### config.mk
export PLATFORM = sky130hd
export DESIGN_NAME = clsc_core_ctrl
export DESIGN_NICKNAME = d
export VERILOG_FILES = /design/src/clsc_pkg.sv /design/src/clsc_core_ctrl.sv
export VERILOG_INCLUDE_DIRS = /design/src /design/src/src
export SDC_FILE = /design/constraint.sdc
export NUM_CORES = 1
export LEC_CHECK = 0
export ABC_CLOCK_PERIOD_IN_PS = 1400
export BUFFER_PORTS_ARGS = -buffer_cell sky130_fd_sc_hd__clkbuf_2
export CORE_UTILIZATION = 39
export DETAILED_ROUTE_END_ITERATION = 12
export PLACE_DENSITY_LB_ADDON = 0.25
export SYNTH_ARGS = -nofsm -noshare
export SYNTH_HDL_FRONTEND = slang
export SYNTH_SLANG_ARGS = --single-unit
### constraint.sdc
create_clock -name core_clk -period 1.4 [get_ports core_clk]
set_input_delay 0.14 -clock core_clk [delete_from_list [all_inputs] [get_ports core_clk]]
set_output_delay 0.14 -clock core_clk [all_outputs]
set_load 0.005 [all_outputs]
### src/clsc_map.svh
// Constants for the lockup and sleep control block
`ifndef CLSC_MAP_SVH
`define CLSC_MAP_SVH

`define CLSC_SYNC_STAGES 2
`define CLSC_EVT_RESET   1'b0

`endif

### src/clsc_pkg.sv
// Types for the lockup and sleep control block
`default_nettype none
package clsc_pkg;

  typedef enum logic [2:0] {
    CLSC_RUN,
    CLSC_SLEEP_WFI,
    CLSC_SLEEP_WFE,
    CLSC_LOCKUP,
    CLSC_HALTED
  } clsc_state_type;

endpackage : clsc_pkg
`default_nettype wire

### src/clsc_core_ctrl.sv
// Lockup, sleep entry and wakeup control for the processor core
// What this block does
// - Hard fault in NMI/hard fault handler locks up
// - No instruction execution while locked up
// - Leave lockup by reset, NMI, debug halt
// - Lockup from NMI handler ignores later NMI
// - Normal sleep stops only processor clock
// - Deep sleep also stops system clocks
// - Deep sleep select chooses sleep kind
// - Wait-interrupt sleeps unless wakeup already true
// - Wait-event with event clear sleeps
// - Wait-event with event set clears, continues
// - Event register not software accessible
// - External or remote send-event sets event
// - Sleep on handler return after handler completes
// - Wait-interrupt sleep wakes on entry-capable exception
// - Masked interrupt wakes wait-interrupt sleep unless fault mask set; handler waits for unmask
// - Wait-event sleep wakes on exception or event
// - Pending-sets-event makes new pends wake
// - External event wakes or sets event register
// - Only reset and NMI preempt hard fault
`default_nettype none
`include "clsc_map.svh"
module clsc_core_ctrl
  import clsc_pkg::*;
#(
  parameter int SYNC_STAGES = `CLSC_SYNC_STAGES
)
(
  input  wire logic core_clk,
  input  wire logic rst,
  input  wire logic waitInterruptInstr,
  input  wire logic waitEventInstr,
  input  wire logic handlerReturn,
  input  wire logic sleepOnHandlerReturn,
  input  wire logic deepSleepSelect,
  input  wire logic pendingSetsEvent,
  input  wire logic interruptMaskBit,
  input  wire logic faultMaskBit,
  input  wire logic excEntryReady,
  input  wire logic maskedIrqReady,
  input  wire logic newPending,
  input  wire logic externalEventAsync,
  input  wire logic remoteSendEvent,
  input  wire logic hardFault,
  input  wire logic inNmiHandler,
  input  wire logic inHardFaultHandler,
  input  wire logic nmiRequest,
  input  wire logic debugHalt,
  input  wire logic debugResume,
  output logic      execEnable,
  output logic      procClkEnable,
  output logic      sysClkEnable,
  output logic      deepSleepActive,
  output logic      sleepActive,
  output logic      lockupActive,
  output logic      wakeHoldHandler,
  output logic      nmiTakenFromLockup
);

  clsc_state_type            state_r;
  clsc_state_type            state_nxt;
  logic                      eventReg_r;
  logic                      eventReg_nxt;
  logic                      lockFromNmi_r;
  logic                      lockFromNmi_nxt;
  logic                      deep_r;
  logic                      deep_nxt;
  logic                      holdHandler_r;
  logic                      holdHandler_nxt;
  logic                      nmiExit_r;
  logic                      nmiExit_nxt;
  logic [SYNC_STAGES-1:0]    extSync_r;
  logic [SYNC_STAGES-1:0]    extSync_nxt;
  logic                      extEvent;
  logic                      anyEvent;
  logic                      wfiWake;
  logic                      maskedWake;

  // Only the last stage is read; the first may be metastable
  assign extEvent = extSync_r[SYNC_STAGES-1];

  // Synchroniser group kept apart so its stages never see other logic
  always_comb
  begin
    extSync_nxt = {extSync_r[SYNC_STAGES-2:0], externalEventAsync};
  end

  always_ff @(posedge core_clk)
  begin
    if (rst)
    begin
      extSync_r <= '0;
    end
    else
    begin
      extSync_r <= extSync_nxt;
    end
  end

  // Event sources, including new pends when enabled
  assign anyEvent = extEvent | remoteSendEvent
                  | (pendingSetsEvent & newPending);

  // Masked interrupt wake only when fault mask is clear
  assign maskedWake = interruptMaskBit & ~faultMaskBit & maskedIrqReady;
  assign wfiWake    = excEntryReady | maskedWake;

  always_comb
  begin
    state_nxt       = state_r;
    eventReg_nxt    = eventReg_r;
    lockFromNmi_nxt = lockFromNmi_r;
    deep_nxt        = deep_r;
    holdHandler_nxt = holdHandler_r & interruptMaskBit;
    nmiExit_nxt     = 1'b0;
    // Any event sets the register; a set beats the wait-event clear in run, but the clear on wakeup from wait-event sleep wins
    if (anyEvent)
    begin
      eventReg_nxt = 1'b1;
    end
    case (state_r)
      CLSC_RUN:
      begin
        // Hard fault is only preempted by reset and NMI, so a fault here locks up
        if (hardFault && (inNmiHandler || inHardFaultHandler))
        begin
          state_nxt       = CLSC_LOCKUP;
          lockFromNmi_nxt = inNmiHandler;
        end
        else if (debugHalt)
        begin
          state_nxt = CLSC_HALTED;
        end
        else if (waitInterruptInstr ||
                 (handlerReturn && sleepOnHandlerReturn))
        begin
          if (!wfiWake)
          begin
            state_nxt = CLSC_SLEEP_WFI;
            deep_nxt  = deepSleepSelect;
          end
        end
        else if (waitEventInstr)
        begin
          if (eventReg_r)
          begin
            eventReg_nxt = anyEvent;
          end
          else if (!anyEvent && !excEntryReady)
          begin
            state_nxt = CLSC_SLEEP_WFE;
            deep_nxt  = deepSleepSelect;
          end
        end
      end
      CLSC_SLEEP_WFI:
      begin
        if (debugHalt)
        begin
          state_nxt = CLSC_HALTED;
        end
        else if (wfiWake)
        begin
          state_nxt       = CLSC_RUN;
          holdHandler_nxt = maskedWake & ~excEntryReady;
        end
      end
      CLSC_SLEEP_WFE:
      begin
        if (debugHalt)
        begin
          state_nxt = CLSC_HALTED;
        end
        else if (excEntryReady || anyEvent)
        begin
          state_nxt = CLSC_RUN;
          // Event that woke the core is consumed by this wait
          eventReg_nxt = 1'b0;
        end
      end
      CLSC_LOCKUP:
      begin
        // Only NMI or a debug halt release; reset is handled below
        if (debugHalt)
        begin
          state_nxt = CLSC_HALTED;
        end
        else if (nmiRequest && !lockFromNmi_r)
        begin
          state_nxt   = CLSC_RUN;
          nmiExit_nxt = 1'b1;
        end
      end
      CLSC_HALTED:
      begin
        if (debugResume)
        begin
          state_nxt = CLSC_RUN;
        end
      end
      default:
      begin
        state_nxt = CLSC_RUN;
      end
    endcase
  end

  always_ff @(posedge core_clk)
  begin
    if (rst)
    begin
      state_r       <= CLSC_RUN;
      eventReg_r    <= `CLSC_EVT_RESET;
      lockFromNmi_r <= 1'b0;
      deep_r        <= 1'b0;
      holdHandler_r <= 1'b0;
      nmiExit_r     <= 1'b0;
    end
    else
    begin
      state_r       <= state_nxt;
      eventReg_r    <= eventReg_nxt;
      lockFromNmi_r <= lockFromNmi_nxt;
      deep_r        <= deep_nxt;
      holdHandler_r <= holdHandler_nxt;
      nmiExit_r     <= nmiExit_nxt;
    end
  end

  // Sleep kinds gate clocks; normal sleep leaves system clocks alone
  assign sleepActive     = (state_r == CLSC_SLEEP_WFI) ||
                           (state_r == CLSC_SLEEP_WFE);
  assign procClkEnable   = ~sleepActive;
  assign deepSleepActive = sleepActive & deep_r;
  assign sysClkEnable    = ~deepSleepActive;
  assign lockupActive    = (state_r == CLSC_LOCKUP);
  assign execEnable      = (state_r == CLSC_RUN);
  assign wakeHoldHandler = holdHandler_r;
  assign nmiTakenFromLockup = nmiExit_r;

endmodule // clsc_core_ctrl
`default_nettype wire

---- Word level (Yosys, flattened, before mapping) ----
Cells that the tools add are included.
cells by class
  add/sub/neg operators ................... 0
  multiply operators ...................... 0
  divide/modulo/power cells ............... 0
  order comparisons ....................... 0
  equal/unequal tests ..................... 14
  shift operators ......................... 0
  muxes and demuxes ....................... 33
  bitwise gates (word level) .............. 16
  reduce and logical (&&, ||, !) cells .... 18
operators by type and width
  cell                                                                     count
  3-bit two-way mux                                                        14
  1-bit two-way mux                                                        17
  3-bit case mux with 5 select lines                                       1
  5-bit by 3-bit inequality test with 1-bit output, second input constant  2
  8-bit AND reduction                                                      1
  1-bit NOT                                                                7
  7-bit AND reduction                                                      1
  1-bit AND                                                                6
  3-bit by 2-bit equality test with 1-bit output, second input constant    2
  3-bit inequality test, second input constant                             2
  5-bit by 2-bit inequality test with 1-bit output, second input constant  1
  5-bit inequality test, second input constant                             1
  1-bit logical AND                                                        4
  1-bit logical OR                                                         4
  2-bit inequality test, second input constant                             2
  2-bit nonzero test                                                       2
  3-bit by 1-bit equality test with 1-bit output, second input constant    1
  3-bit equality test, second input constant                               1
  1-bit zero test                                                          3
  3-bit zero test                                                          1
  3-bit by 2-bit inequality test with 1-bit output, second input constant  1
  1-bit bitwise OR                                                         3
  3-bit OR reduction                                                       1
  2-bit by 1-bit inequality test with 1-bit output, second input constant  1
  2 further kinds                                                          2
word-level totals
  register bits after elaboration ......... 10
  bits in latches ......................... 0
  memory bits (writable) .................. 0
  memory bits (read-only) ................. 0
  output and inout port bits .............. 8
  word-level logic and storage cells ...... 88
  memories ................................ 0

---- Depth between registers and ports, before layout ----
  depth in word-level cells ............... 11
  depth in mapped cells ................... 6
  gate-level depth less buffers ........... 5

---- Least setup slack after synthesis ----
OpenSTA, ideal clock, no wires.
  kind .................................... flip-flop to flip-flop
  start ................................... reg extSync_r[1]
  end ..................................... reg state_r[0]
  setup time .............................. 0.072 ns
  arrival time ............................ 1.426 ns
  required time ........................... 1.328 ns
  slack ................................... -0.097 ns
  cell stages (with the launch flop) ...... 6
  period minus slack after synthesis ...... 1.497 ns
  cell sequence ........................... dfxtp_1 -> a2111o_1 -> nor4_4 -> nor2_1 -> a211oi_2 -> mux2i_1
between the ends
  word-level cells in the longest chain between the ends .. 6
  elaborated cells between the ends (all ways) .. 8
  those cells by class .................... eq/ne (2); bitwise (2); reduce/logical (4)
RTL lines
  element                                                     RTL line               RTL
  start, declared                                             clsc_core_ctrl.sv:73   logic [SYNC_STAGES-1:0] extSync_r;
  start signal, assigned                                      clsc_core_ctrl.sv:97   extSync_r <= extSync_nxt;
  1-bit bitwise OR *                                          clsc_core_ctrl.sv:102  assign anyEvent = extEvent | remoteSendEvent
  1-bit bitwise OR *                                          clsc_core_ctrl.sv:103  | (pendingSetsEvent & newPending);
  1-bit zero test                                             clsc_core_ctrl.sv:150  else if (!anyEvent && !excEntryReady)
  1-bit logical AND                                           clsc_core_ctrl.sv:150
  5-bit by 2-bit inequality test with 1-bit output (no line)  --
  8-bit AND reduction (no line) *                             --
  end signal, assigned                                        clsc_core_ctrl.sv:222  state_r <= state_nxt;
  end, declared                                               clsc_core_ctrl.sv:61   clsc_state_type state_r;
Every way passes the cells marked *; elsewhere a longest branch is shown, timed or not.
A chain may end at the register's enable or synchronous reset.

---- Worst setup path in the final report ----
  start ................................... reg state_r[0]
  end ..................................... out execEnable
between the ends
  word-level cells in the longest chain between the ends .. 1
RTL lines
  element          RTL line               RTL
  3-bit zero test  clsc_core_ctrl.sv:238  assign execEnable = (state_r == CLSC_RUN);
  end, declared    clsc_core_ctrl.sv:51   output logic execEnable,
No other way between the ends.

==> impl_metrics.py <==
metrics = {
    "status": {
        "outcome": "complete, but fails checks",
        "violations": "setup timing",
    },
    "logic_synthesis": {
        "synth-edff-count": 0,
        "ys.flop_type": "dfxtp_1",
        "ys_seq_area_frac": 0.335,
        "synthAdderAreaFrac": 0,
        "yosys_warnings": 0,
        "syn-num-nets": 91,
        "syn_inst": 70,
        "syn_avg_cell_area_sq_um": 8.53,
        "async_reset_ff_frac": 0,
        "synth.distinct_cells": 29,
        "synth_top_family_by_area": "simple AND/OR/NAND/NOR gates",
        "synth_mux_area_frac": 0.0503,
        "synth_compound_area_frac": 0.210,
        "synth_xor_area_frac": 0.0147,
        "netlist_area_sq_um": 597,
        "yosys.area_share.simple": 0.321,
        "ys_ff_latch": 10,
    },
    "cts": {
        "clkLatencyLatePin_ps": 270,
        "cts_tree": "done",
        "cts_hold_buf": 0,
        "clkTransAtPathRegs_ps": 70,
        "ctsHtreeMaxLevel": 1,
        "cts_root_buf": "clkbuf_4",
        "cts_buffers": 3,
        "cts_sinks": 10,
        "cts_buffer_depth": 2,
    },
    "worst_setup_path": {
        "max_stage_delay_ps": 420,
        "cp.required_ps": 1260,
        "worst_setup_path_start_kind": "flop",
        "path_cells": "or3_4 -> buf_6 -> inv_2 -> clkbuf_2",
        "critPathArrivalTime_ps": 1360,
        "worstSetupPathType": "reg2out",
        "cp_max_fo": 4,
        "crit_slowest_cell": "or3_4",
        "endpoint_kind": "primary output",
    },
    "die": {
        "coreArea_sq_um": 1370,
        "start_util": 0.437,
        "num_rows": 13,
        "die_y_um": 41.1,
        "die_x_um": 41.1,
        "dieArea_sq_um": 1690,
        "io_pins": 29,
    },
    "hold_path": {
        "hold_class": "in2reg",
    },
    "power_and_ir_drop": {
        "power_mw": 1.02,
        "cellPowerDensity_nw_per_um2": 1030,
        "ir_drop_uv": 781,
        "power_leakage_nw": 0.477,
    },
    "placed_design": {
        "portBuffers": 28,
        "dp.final_hpwl_um": 1230,
        "pre_cts_slack_ps": -98.1,
        "dpl.cell_count": 122,
        "place_area_sq_um": 836,
        "gp_congestion": 0.854,
    },
    "layout": {
        "utilization": 0.728,
        "stdcell_count": 133,
        "antenna_cells": 0,
        "drive_gt1_frac": 0.576,
        "stdcell_area_sq_um": 995,
        "fillCellCount": 101,
        "area_growth_pct": 66.7,
        "final_nets": 140,
    },
    "global_route": {
        "grt_pass1_vias": 567,
        "grt_overflow": 0,
        "antenna_found_initial": 0,
        "grt.total_usage": 0.221,
        "grt_pass1_wl_um": 2420,
        "met3_usage": 0.0489,
        "grtUsageMet1": 0.273,
        "met2_usage": 0.387,
        "busiest_layer": "met2",
        "grt_start_max_net_pins": 12,
    },
    "sta": {
        "setup_slack_ps": -97.1,
        "hold_ws_ps": 75.2,
        "rsz0062_at_grt": "true",
        "finalCriticalPeriod_ps": 1500,
        "worst_pin_slew_ps": 358,
        "relSlewSlack": 0.760,
        "fin_skew_ps": 3.26,
        "finalSetupViolCount": 7,
        "finalMaxSlewViolations": 0,
        "max_freq_mhz": 668,
        "post-route-period-util": 1.07,
        "setup_tns_ps": -487,
        "final-hold-violation-count": 0,
    },
    "drt": {
        "num_vias": 707,
        "wirelength_um": 1800,
        "via_per_inst": 5.32,
        "antenna_left": 0,
        "routedWlPerCell_um": 13.5,
        "drc": 0,
        "drt-pass1-iter-count": 4,
        "drt_iter0_markers": 7,
    },
    "job": {
        "maxCapViolations": 0,
    },
}
## flip-flops by register name (all words and copies together) (netlist names)
signal              flops
wakeHoldHandler         1
nmiTakenFromLockup      1
state_r                 3
deep_r                  1
lockFromNmi_r           1
extSync_r               2
eventReg_r              1
## kinds of logic after synthesis
logic type             after synthesis
AND/OR/NAND/NOR                     30
AO/OA/AOI/OAI                       18
multiplexers                         3
flip-flops                          10
buffers and inverters                8
XOR/XNOR                             1
## critical path: cells and delay by family, from the launching register on
family                 cells  cell delay (ps)
and+or+nand+nor            1              420
DFF                        1              380
buffers and inverters      3              290
## synthesized netlist by cell type, drive strengths merged, types with 2 or more instances
| cell type | instances | area share |
|---|---|---|
| a211oi | 3 | 0.046 |
| nand2 | 4 | 0.025 |
| nor2 | 6 | 0.038 |
| nor2b | 3 | 0.031 |
| nand3 | 2 | 0.017 |
| o21ai | 5 | 0.042 |
| or2b | 3 | 0.042 |
| nand2b | 2 | 0.021 |
| nor4 | 4 | 0.067 |
| inv | 6 | 0.038 |
| nor3 | 2 | 0.017 |
| mux2i | 3 | 0.050 |
| a21oi | 4 | 0.034 |
| dfxtp | 10 | 0.34 |
| buf | 2 | 0.031 |
| or3 | 2 | 0.021 |
## layout by cell type, fill, tap and decap left out, drive strengths merged
cell type  count
clkbuf        31
nor4           4
a2111oi        1
nor3b          1
nand3          2
a31oi          1
a21o           1
and3           1
nor3           2
a21oi          4
xnor2          1
a221o          1
dfxtp         10
o21ai          5
nand2b         2
a2111o         1
mux2i          3
nor2           6
nor2b          3
a221oi         1
nand2          4
or3            2
a211oi         3
inv            6
buf           19
or2b           3
## where the power goes
group,switching [mW],internal (mW),total [mW]
sequential,0.0307,0.310,0.341
clock,0.112,0.158,0.270
combinational,0.176,0.234,0.410
total,0.319,0.702,1.02
## worst paths after layout
| kind | start | end | slack, ps | cells past startpoint |
|---|---|---|---|---|
| max | state_r[0] | execEnable | -100 | 4 |
| min | externalEventAsync | extSync_r[0] | 80 | 2 |
| max reg2reg | state_r[0] | deep_r | -90 | 5 |
| min reg2reg | extSync_r[0] | extSync_r[1] | 440 | 1 |
## per-layer routing
metal | vias to the layer above | part of all wire
met1 | 318 | 0.42
met2 | 33 | 0.51
met4 | 0 | 0.020
met3 | 4 | 0.053
li1 | 352 | -
met5 | - | 0
## timing repair
| action | in CTS | in global routing |
|---|---|---|
| endpoints found under the setup margin | 10 | 11 |
| pin swaps | 1 | 5 |
| setup buffers | 4 | 4 |
| gates resized for setup | 6 | 14 |
## layout make-up
type,instances,area (sq um),area share
Clock buffer,4,36.3,0.0365
Inverter,6,22.5,0.0226
Multi-Input combinational cell,52,419,0.421
Sequential cell,10,211,0.213
Tap cell,15,18.8,0.0189
Timing Repair Buffer,46,287,0.288
No activity file was read; power rests on OpenSTA's default activity.
